`config.mk`:
```
export PLATFORM = sky130hd
export DESIGN_NAME = adc_output_pipeline_mode_select
export DESIGN_NICKNAME = d
export VERILOG_FILES = /design/src/shared/adc_out_pkg.sv /design/src/rtl/adc_pipe_delay.sv /design/src/rtl/adc_output_pipeline_mode_select.sv
export VERILOG_INCLUDE_DIRS = /design/src /design/src/shared
export SDC_FILE = /design/constraint.sdc
export NUM_CORES = 1
export LEC_CHECK = 0
export BUFFER_PORTS_ARGS = -buffer_cell sky130_fd_sc_hd__buf_2
export CAP_MARGIN = 20
export CORE_MARGIN = 1.5
export CORE_UTILIZATION = 45
export CTS_CLUSTER_DIAMETER = 60
export DETAILED_ROUTE_END_ITERATION = 12
export PLACE_DENSITY = 0.68
export SKIP_LAST_GASP = 1
export SLEW_MARGIN = 5
export SYNTH_ARGS = -nofsm -noshare
export SYNTH_HDL_FRONTEND = slang
export SYNTH_SLANG_ARGS = --single-unit
```
`constraint.sdc`:
```
create_clock -name clk -period 0.8 [get_ports clk]
set_input_delay 0.04 -clock clk [delete_from_list [all_inputs] [get_ports clk]]
set_output_delay 0.04 -clock clk [all_outputs]
set_load 0.01 [all_outputs]
```
`src/shared/adc_out_defines.svh`:
```
// Constants for the converter output path and mode selection.
// Assumes inclusion by bare name from design files.
`ifndef ADC_OUT_DEFINES_SVH
`define ADC_OUT_DEFINES_SVH

`define DATA_WIDTH          10
`define PIPE_LATENCY        5
`define DATA_RESET          10'h000
`define MSB_POS             9
`define DLL_RELOCK_CYCLES   100
`define MODE_RESET          2'h0

`endif

```
`src/shared/adc_out_pkg.sv`:
```
// Types for the converter output path and mode selection.
// Assumes nothing beyond a SystemVerilog compiler.
package adc_out_pkg;

	// Four levels of the mode input, quantised by the analog comparator
	typedef enum logic [1:0]
	{
		MODE_GROUND_LEVEL,
		MODE_ONE_THIRD,
		MODE_TWO_THIRDS,
		MODE_FULL_SUPPLY
	} mode_level_e;

	typedef enum logic
	{
		CODING_OFFSET_BINARY,
		CODING_TWOS_COMPLEMENT
	} coding_e;

endpackage : adc_out_pkg

```
`src/rtl/adc_pipe_delay.sv`:
```
// Fixed-length register delay line for converted words.
// Assumes a single clock and synchronous active-low reset.
`timescale 1ns/1ps
`include "adc_out_defines.svh"

module adc_pipe_delay #(
	parameter int WIDTH  = `DATA_WIDTH,
	parameter int STAGES = `PIPE_LATENCY
) (
	// Clock and reset
	input  wire logic             clk,
	input  wire logic             rst_n,
	// Data
	input  wire logic [WIDTH-1:0] dataIn,
	output logic      [WIDTH-1:0] dataOut
);

	// One process owns the whole line; STAGES must be at least two
	logic [STAGES-1:0][WIDTH-1:0] stage_reg;
	logic [STAGES-1:0][WIDTH-1:0] stage_next;

	always_comb
	begin
		if (!rst_n)
			stage_next = '0;
		else
			stage_next = {stage_reg[STAGES-2:0], dataIn};
	end

	always_ff @(posedge clk)
	begin
		stage_reg <= stage_next;
	end

	assign dataOut = stage_reg[STAGES-1];

endmodule : adc_pipe_delay

```
`src/rtl/adc_output_pipeline_mode_select.sv`:
```
// Output pipeline and operating-mode decode of a 10-bit sampling converter.
// Assumes the sample clock is clk, the core word is valid at each rising edge,
// and the four-level mode pin arrives already quantised by a comparator.
`timescale 1ns/1ps
`include "adc_out_defines.svh"

module adc_output_pipeline_mode_select #(
	parameter int WIDTH   = `DATA_WIDTH,
	parameter int LATENCY = `PIPE_LATENCY
) (
	// Clock and reset
	input  wire logic             clk,
	input  wire logic             rst_n,
	// Converter core
	input  wire logic [WIDTH-1:0] sampleIn,
	// Mode pin, quantised level; modeConnected low models a floating pin
	input  wire logic [1:0]       modeLevel,
	input  wire logic             modeConnected,
	// Capture side
	output logic      [WIDTH-1:0] dataOut,
	output logic                  twosComplement,
	output logic                  dutyCycleStabilizer
);

	// Data path
	logic [WIDTH-1:0]         delayed;
	logic [WIDTH-1:0]         recoded;
	logic [WIDTH-1:0]         data_reg;
	logic [WIDTH-1:0]         data_next;

	// Mode decode
	logic                     twos_reg;
	logic                     twos_next;
	logic                     dcs_reg;
	logic                     dcs_next;
	logic [1:0]               effLevel;
	adc_out_pkg::mode_level_e level;
	adc_out_pkg::coding_e     coding;
	logic                     stabilizer;

	// Output coding chosen by one quantised level
	function automatic adc_out_pkg::coding_e level_coding(
		input adc_out_pkg::mode_level_e lvl
	);
		unique case (lvl)
			adc_out_pkg::MODE_FULL_SUPPLY:
			begin
				level_coding = adc_out_pkg::CODING_TWOS_COMPLEMENT;
			end
			adc_out_pkg::MODE_TWO_THIRDS:
			begin
				level_coding = adc_out_pkg::CODING_TWOS_COMPLEMENT;
			end
			adc_out_pkg::MODE_ONE_THIRD:
			begin
				level_coding = adc_out_pkg::CODING_OFFSET_BINARY;
			end
			adc_out_pkg::MODE_GROUND_LEVEL:
			begin
				level_coding = adc_out_pkg::CODING_OFFSET_BINARY;
			end
		endcase
	endfunction : level_coding

	// Stabilizer state chosen by one quantised level
	function automatic logic level_stabilizer(
		input adc_out_pkg::mode_level_e lvl
	);
		unique case (lvl)
			adc_out_pkg::MODE_FULL_SUPPLY:
			begin
				level_stabilizer = 1'b0;
			end
			adc_out_pkg::MODE_TWO_THIRDS:
			begin
				level_stabilizer = 1'b1;
			end
			adc_out_pkg::MODE_ONE_THIRD:
			begin
				level_stabilizer = 1'b1;
			end
			adc_out_pkg::MODE_GROUND_LEVEL:
			begin
				level_stabilizer = 1'b0;
			end
		endcase
	endfunction : level_stabilizer

	// Which bit lanes the coding touches
	function automatic logic lane_flips(
		input int lane
	);
		lane_flips = (lane == `MSB_POS);
	endfunction : lane_flips

	// Latency split: LATENCY delay stages, then the output register.
	// The sampling edge loads stage zero, so the word shows after
	// the LATENCY-th edge following it.
	adc_pipe_delay #(
		.WIDTH  (WIDTH),
		.STAGES (LATENCY)
	) uDelay (
		.clk     (clk),
		.rst_n   (rst_n),
		.dataIn  (sampleIn),
		.dataOut (delayed)
	);

	// Internal pull-down: floating pin reads as ground level
	assign effLevel   = modeConnected ? modeLevel : `MODE_RESET;
	assign level      = adc_out_pkg::mode_level_e'(effLevel);
	assign coding     = level_coding(level);
	assign stabilizer = level_stabilizer(level);

	// Pin is meant to be static; a change still takes effect next edge
	always_comb
	begin
		if (!rst_n)
		begin
			twos_next = 1'b0;
			dcs_next  = 1'b0;
		end
		else
		begin
			twos_next = (coding == adc_out_pkg::CODING_TWOS_COMPLEMENT);
			dcs_next  = stabilizer;
		end
	end

	always_ff @(posedge clk)
	begin
		twos_reg <= twos_next;
		dcs_reg  <= dcs_next;
	end

	// Twos complement is offset binary with only the top lane inverted
	genvar lane;
	generate
		for (lane = 0; lane < WIDTH; lane++)
		begin : gRecode
			if (lane_flips(lane))
			begin : gFlip
				assign recoded[lane] = delayed[lane] ^ twos_reg;
			end
			else
			begin : gPass
				assign recoded[lane] = delayed[lane];
			end
		end
	endgenerate

	// Coding applied at the last stage so a mode change shows on the next word
	always_comb
	begin
		if (!rst_n)
			data_next = WIDTH'(`DATA_RESET);
		else
			data_next = recoded;
	end

	// dataOut moves only here, after a rising edge; the mode flags move in the register block above
	always_ff @(posedge clk)
	begin
		data_reg <= data_next;
	end

	assign dataOut             = data_reg;
	assign twosComplement      = twos_reg;
	assign dutyCycleStabilizer = dcs_reg;

endmodule : adc_output_pipeline_mode_select

```
==> impl_results.md, run 1 <==
* Status: finished, violations left
* Failing checks: negative setup slack
* Grt ovf at 0
* CP top delay family: flip-flops
* Synth Area per Inst at 13.2 um2
* Post-synthesis register bit count at 62
* R2R setup slack at 40 ps
* Ys flop type: dfxtp_1
* TritonCTS clock tree: done
* Net Count, Synth at 147
* P&R area growth vs syn at 28.3%
* H-tree depth at 3
* First-pass GRT wire length at 3500 um
* Post-synth EDFFs at 0
* Max cap viols at 0
* Synth Area in Adders at 0%
* Distinct cells, synth at 6
* GPL Wtd Cong at 0.597
* Vias/cell at 4.11
* Pin count of the biggest net entering global routing at 55
* Synth Area in XOR/XNOR at 1.01%
* Initial core utilization at 47.2%
* Die X at 65.2 um
* Die area at 0.00425 mm2
* Crit start category: flop
* Setup violators final at 1
* Final Cycle Share at 100%
* Commonest cells post-synth: 62 x dfxtp_1, 48 x and2_2, 12 x and2_1, 6 x clkbuf_2
* Gr usage total at 12.0%
* Reg-to-reg critical path endpoint: dataOut[9]
* Required time of the critical path at 760 ps
* Vias post-DR at 938
* Fraction of layout cells with a size suffix above 1 at 52.2%
* TritonCTS buffer count at 9
* Skew-Pair Late Insertion Delay at 320 ps
* WP data arrival at 760 ps
* Number of port buffers at 26
* Cell accounting for the most synthesized area: dfxtp_1
* # nets final at 192
* Hold_sp: rst_n
* Antenna cells at 0
* Unrepaired setup endpoints after global routing: yes
* Min Tclk post-route at 801 ps
* Worst R2R Path Depth at 2
* Slowest-stage cell, CP: dfxtp_2
* Core area at 0.00369 mm2
* Inst Count DP at 202
* Max Fclk at 1250 MHz
* Most frequent cell after synthesis: dfxtp_1
* Crit path buffers/inverters at 1
* Max Clock Skew at 2.78 ps
* FF-to-FF Start: twosComplement
* Compound-Gate Fraction of Synth Area at 0%
* Worst slew pin tran at 151 ps
* Hold Fails Final Rpt at 0
* Setup TNS at -0.865 ps
* Clk buf depth at 2
* Worst-path clk slew at 60 ps
* CP Cell Sequence: buf_6
* Vias in the first global route at 915
* DRC Markers at 0
* Synth Warn # at 0
* Post-synthesis cell area at 0.00174 mm2
* Main combinational cell family by area after synthesis: simple AND/OR/NAND/NOR gates
* HP Class: input pin to flop
* Simple-gate area share of the yosys netlist at 25.9%
* Seq/Total Area, Yosys at 71.4%
* Drt first-iter violations at 31
* Top cells by area, synth: dfxtp_1 71%, and2_2 21%, and2_1 4.3%
* # rows at 22
* Setup CP Type: flop to primary output
* PD cells at 2480 mW/mm2
* Clk sink count at 62
* Dpl hpwl at 1220 um
* Antenna Nets Post-Route at 0
* Crit-path max FO at 2
* Crit end category: primary output
* Static leakage at 0.00101 uW
* Slew headroom at 89.9%
* Post-Route WL at 2070 um
* Pre-Repair DR Iteration Count at 3
* Hold Path End: dutyCycleStabilizer
* Clk root buf: clkbuf_8
* Die Y at 65.2 um
* Slew Viols, Final at 0
* Syn Inst Count at 132
* CP peak stage delay at 340 ps
* Setup WS post-layout at -0.865 ps
* Peak VDD IR at 0.00138 V
* FFs w/ async S/R, synth at 0%
* Final instance count without filler cells at 228
* Largest register FFs at 40
* Wire per inst at 9.07 um
* Ports at 27
* Hold depth at 2
* Synth top area share at 71.4%
* Initial antenna violation count at 0
* Fraction of synthesized area in multiplexers at 0%
-- per-stage QoR --
step | instance area (um2) | util (%) | setup slack [ps] | power, uW | hold WS [ps]
CTS | 2230 | 60.5 | -19.1 | 5640 | 20.5
finish | 2230 | 60.5 | -0.865 | 5550 | 39.1
global placement | 1930 | 52.2 | 75.6 | 3400 | 259
detailed placement | 1930 | 52.2 | 56.6 | 3420 | 263
floorplan | 1740 | - | 31.1 | 3350 | 182
global route | 2230 | 60.5 | -41.3 | 5840 | 33.4
-- worst max path at each step --
stage | startpoint | cells past startpoint | endpoint
finish | twosComplement | 1 | twosComplement
global route | twosComplement | 1 | twosComplement
CTS | twosComplement | 1 | twosComplement
detailed placement | twosComplement | 2 | dataOut[9]
global placement | twosComplement | 2 | dataOut[9]
floorplan | twosComplement | 2 | dataOut[9]
-- area by class of cell --
class | count | area (um2)
multi-input combinational | 64 | 468
sequential | 62 | 1250
fill | 307 | 1460
clock inverter | 2 | 10.0
tap | 48 | 60.1
clock buffer | 12 | 145
timing repair buffer | 40 | 303
-- where the power goes --
group	internal, uW	switching (uW)
sequential	3170	17.4
clock	1160	981
combinational	142	70.7
total	4480	1070
-- layout by cell type (no fill, tap or decap) --
master / synthesis / final
dfxtp_1: 62 / 58
and2_2: 48 / 48
buf_2: 0 / 22
and2_1: 12 / 12
dlygate4sd3_1: 0 / 12
clkbuf_8: 0 / 10
dfxtp_2: 0 / 4
buf_6: 0 / 4
and3_2: 2 / 2
xor2_1: 2 / 2
clkbuf_1: 0 / 2
clkinv_2: 0 / 2
buf_4: 0 / 1
buf_12: 0 / 1
-- cells by family after synthesis --
family	count (synthesis)
xor gates and xnor gates	2
and+or+nand+nor	62
DFF	62
buffers and inverters	6
-- layer usage --
layer  wire (um)  GRT usage [%]
met4          56           7.81
met3         160           9.25
met1         818           10.1
met2        1030           19.3
met5           0              0
-- timing repair --
item / 4_1_cts / 5_1_grt
hold buffers: 12 / 0
resized for setup: 8 / 0
endpoints found under the hold margin: 12 / 0
buffers inserted: 0 / 0
setup endpoints to repair: 8 / 12
No activity file was read; power rests on OpenSTA's default activity.
==> run 2: changes to the inputs <==
--- a/config.mk
+++ b/config.mk
@@ -12,7 +12,7 @@
 export CORE_UTILIZATION = 45
 export CTS_CLUSTER_DIAMETER = 60
 export DETAILED_ROUTE_END_ITERATION = 12
-export PLACE_DENSITY = 0.68
+export PLACE_DENSITY = 0.7
 export SKIP_LAST_GASP = 1
 export SLEW_MARGIN = 5
 export SYNTH_ARGS = -nofsm -noshare
==> constraint.sdc (replaced) <==
create_clock -name clk -period 1 [get_ports clk]
set_input_delay 0.05 -clock clk [delete_from_list [all_inputs] [get_ports clk]]
set_output_delay 0.05 -clock clk [all_outputs]
set_load 0.01 [all_outputs]
==> run 2 against run 1 <==
Net effect:
- the run now ends clean
- power fell by 7.0%
- worst hold slack improved by 23 ps
- register-to-register slack improved by 220 ps
- routed wire length fell by 3.0%
- sequential power fell by 20%
- via count fell by 1.4%
- critical path type unchanged
- critical endpoint unchanged
- highest routed layer unchanged
==> impl_results.md, run 2 (synthesis gave the netlist of run 1 again) <==
* Status: finished, final reports clean
* Vias/cell at 4.04
* Setup violators final at 0
* H-tree depth at 3
* CP Cell Sequence: buf_2
* Most frequent cells in the layout: 62 x dfxtp_1, 48 x and2_2, 26 x buf_2
* Wire per inst at 8.75 um
* Crit-path max FO at 2
* Required time of the critical path at 950 ps
* Worst-path clk slew at 60 ps
* TritonCTS clock tree: done
* Hold_sp: rst_n
* GPL Wtd Cong at 0.620
* Skew-Pair Late Insertion Delay at 320 ps
* Peak VDD IR at 0.00136 V
* PostCTS Resize Cnt at 0
* Clk sink count at 62
* Dpl hpwl at 1110 um
* Hold buffers post-CTS at 12
* Pin count of the biggest net entering global routing at 55
* Initial core utilization at 47.2%
* Crit path buffers/inverters at 1
* Antenna Nets Post-Route at 0
* CP top delay family: flip-flops
* Vias post-DR at 925
* Commonest non-fill, non-tap cell in the layout: dfxtp_1
* HP Class: input pin to flop
* Setup CP Type: flop to primary output
* Postcts setup bufs at 0
* DRC Markers at 0
* Setup TNS at 0 ps
* Unrepaired setup endpoints after global routing: no
* Multi-input logic area at 468 um2
* Max Clock Skew at 5.51 ps
* WP data arrival at 790 ps
* Gr usage total at 11.2%
* Number of port buffers at 26
* Min Tclk post-route at 843 ps
* TritonCTS buffer count at 9
* Largest register FFs at 40
* Max cap viols at 0
* Drt first-iter violations at 18
* Crit start category: flop
* CP peak stage delay at 330 ps
* Static leakage at 0.00104 uW
* FF-to-FF Start: twosComplement
* Hold Fails Final Rpt at 0
* Number of cells on the critical path at 1
* First-pass GRT wire length at 3380 um
* Clk buf depth at 2
* Final Cycle Share at 84.3%
* Initial antenna violation count at 0
* Worst slew pin tran at 146 ps
* Reg-to-reg critical path endpoint: dataOut[9]
* Die area at 0.00425 mm2
* Pre-Repair DR Iteration Count at 4
* Slew headroom at 90.3%
* Slowest-stage cell, CP: dfxtp_1
* Crit end category: primary output
* Antenna cells at 0
* Vias in the first global route at 872
* Fillers at 292
* Reg area at 0.00124 mm2
* Fraction of layout cells with a size suffix above 1 at 50.8%
* Core area at 0.00369 mm2
* Die Y at 65.2 um
* Slew Viols, Final at 0
* Post-Route WL at 2000 um
* Clk root buf: clkbuf_8
* R2R setup slack at 260 ps
* # rows at 22
* Tot Pwr at 5160 uW
* Hold depth at 2
* # nets final at 191
* Max Fclk at 1190 MHz
* Grt ovf at 0
* Hold Path End: uDelay.stage_reg[29]
* PD cells at 2270 mW/mm2
* Die X at 65.2 um
* P&R area growth vs syn at 30.7%
* Worst R2R Path Depth at 2
* Ports at 27
## run 2: cell types whose count changed in the layout (fill, tap and decap cells not counted)
cell | before | now
dfxtp_2 | 4 | 0
buf_4 | 1 | 0
buf_2 | 22 | 26
buf_6 | 4 | 0
clkbuf_1 | 2 | 1
clkinv_2 | 2 | 1
dfxtp_1 | 58 | 62
clkbuf_8 | 10 | 12
bufinv_16 | 0 | 2
## run 2: power breakdown
part | internal (uW) | switching [uW]
clock | 1600 | 842
combinational | 107 | 55.8
sequential | 2540 | 12.1
total | 4250 | 910
## run 2: worst max-delay path by stage
stage / from / to / slack (ps)
after floorplan: twosComplement / dataOut[9] / 230
after global placement: twosComplement / dataOut[9] / 280
after detailed placement: twosComplement / dataOut[9] / 260
after CTS: twosComplement / twosComplement / 140
after global routing: twosComplement / twosComplement / 130
final: twosComplement / twosComplement / 160
## run 2: area by class of cell
cell class | count | area share [%]
Timing Repair Buffer | 39 | 11.9
Multi-Input combinational cell | 64 | 20.6
Clock buffer | 13 | 7.43
Clock inverter | 3 | 2.86
Tap cell | 48 | 2.64
Sequential cell | 62 | 54.6
## run 2: stage by stage
step	cells	hold slack [ps]	worst slack (ps)	util (%)	cell area [um2]
after floorplan	132	192	231	-	1740
after global placement	201	269	277	52.0	1920
after detailed placement	201	273	260	52.0	1920
after CTS	229	52.5	142	61.6	2270
after global routing	229	81.6	132	61.6	2270
final	229	61.9	157	61.6	2270
## run 2: per-layer routing
layer  track usage (%)  share of wire [%]  vias up
li1                  -                  -      487
met1              10.1                 42      404
met2              18.9                 48       26
met3              6.68                6.5        8
met4              7.03                2.9        0
met5                 0                  0        -
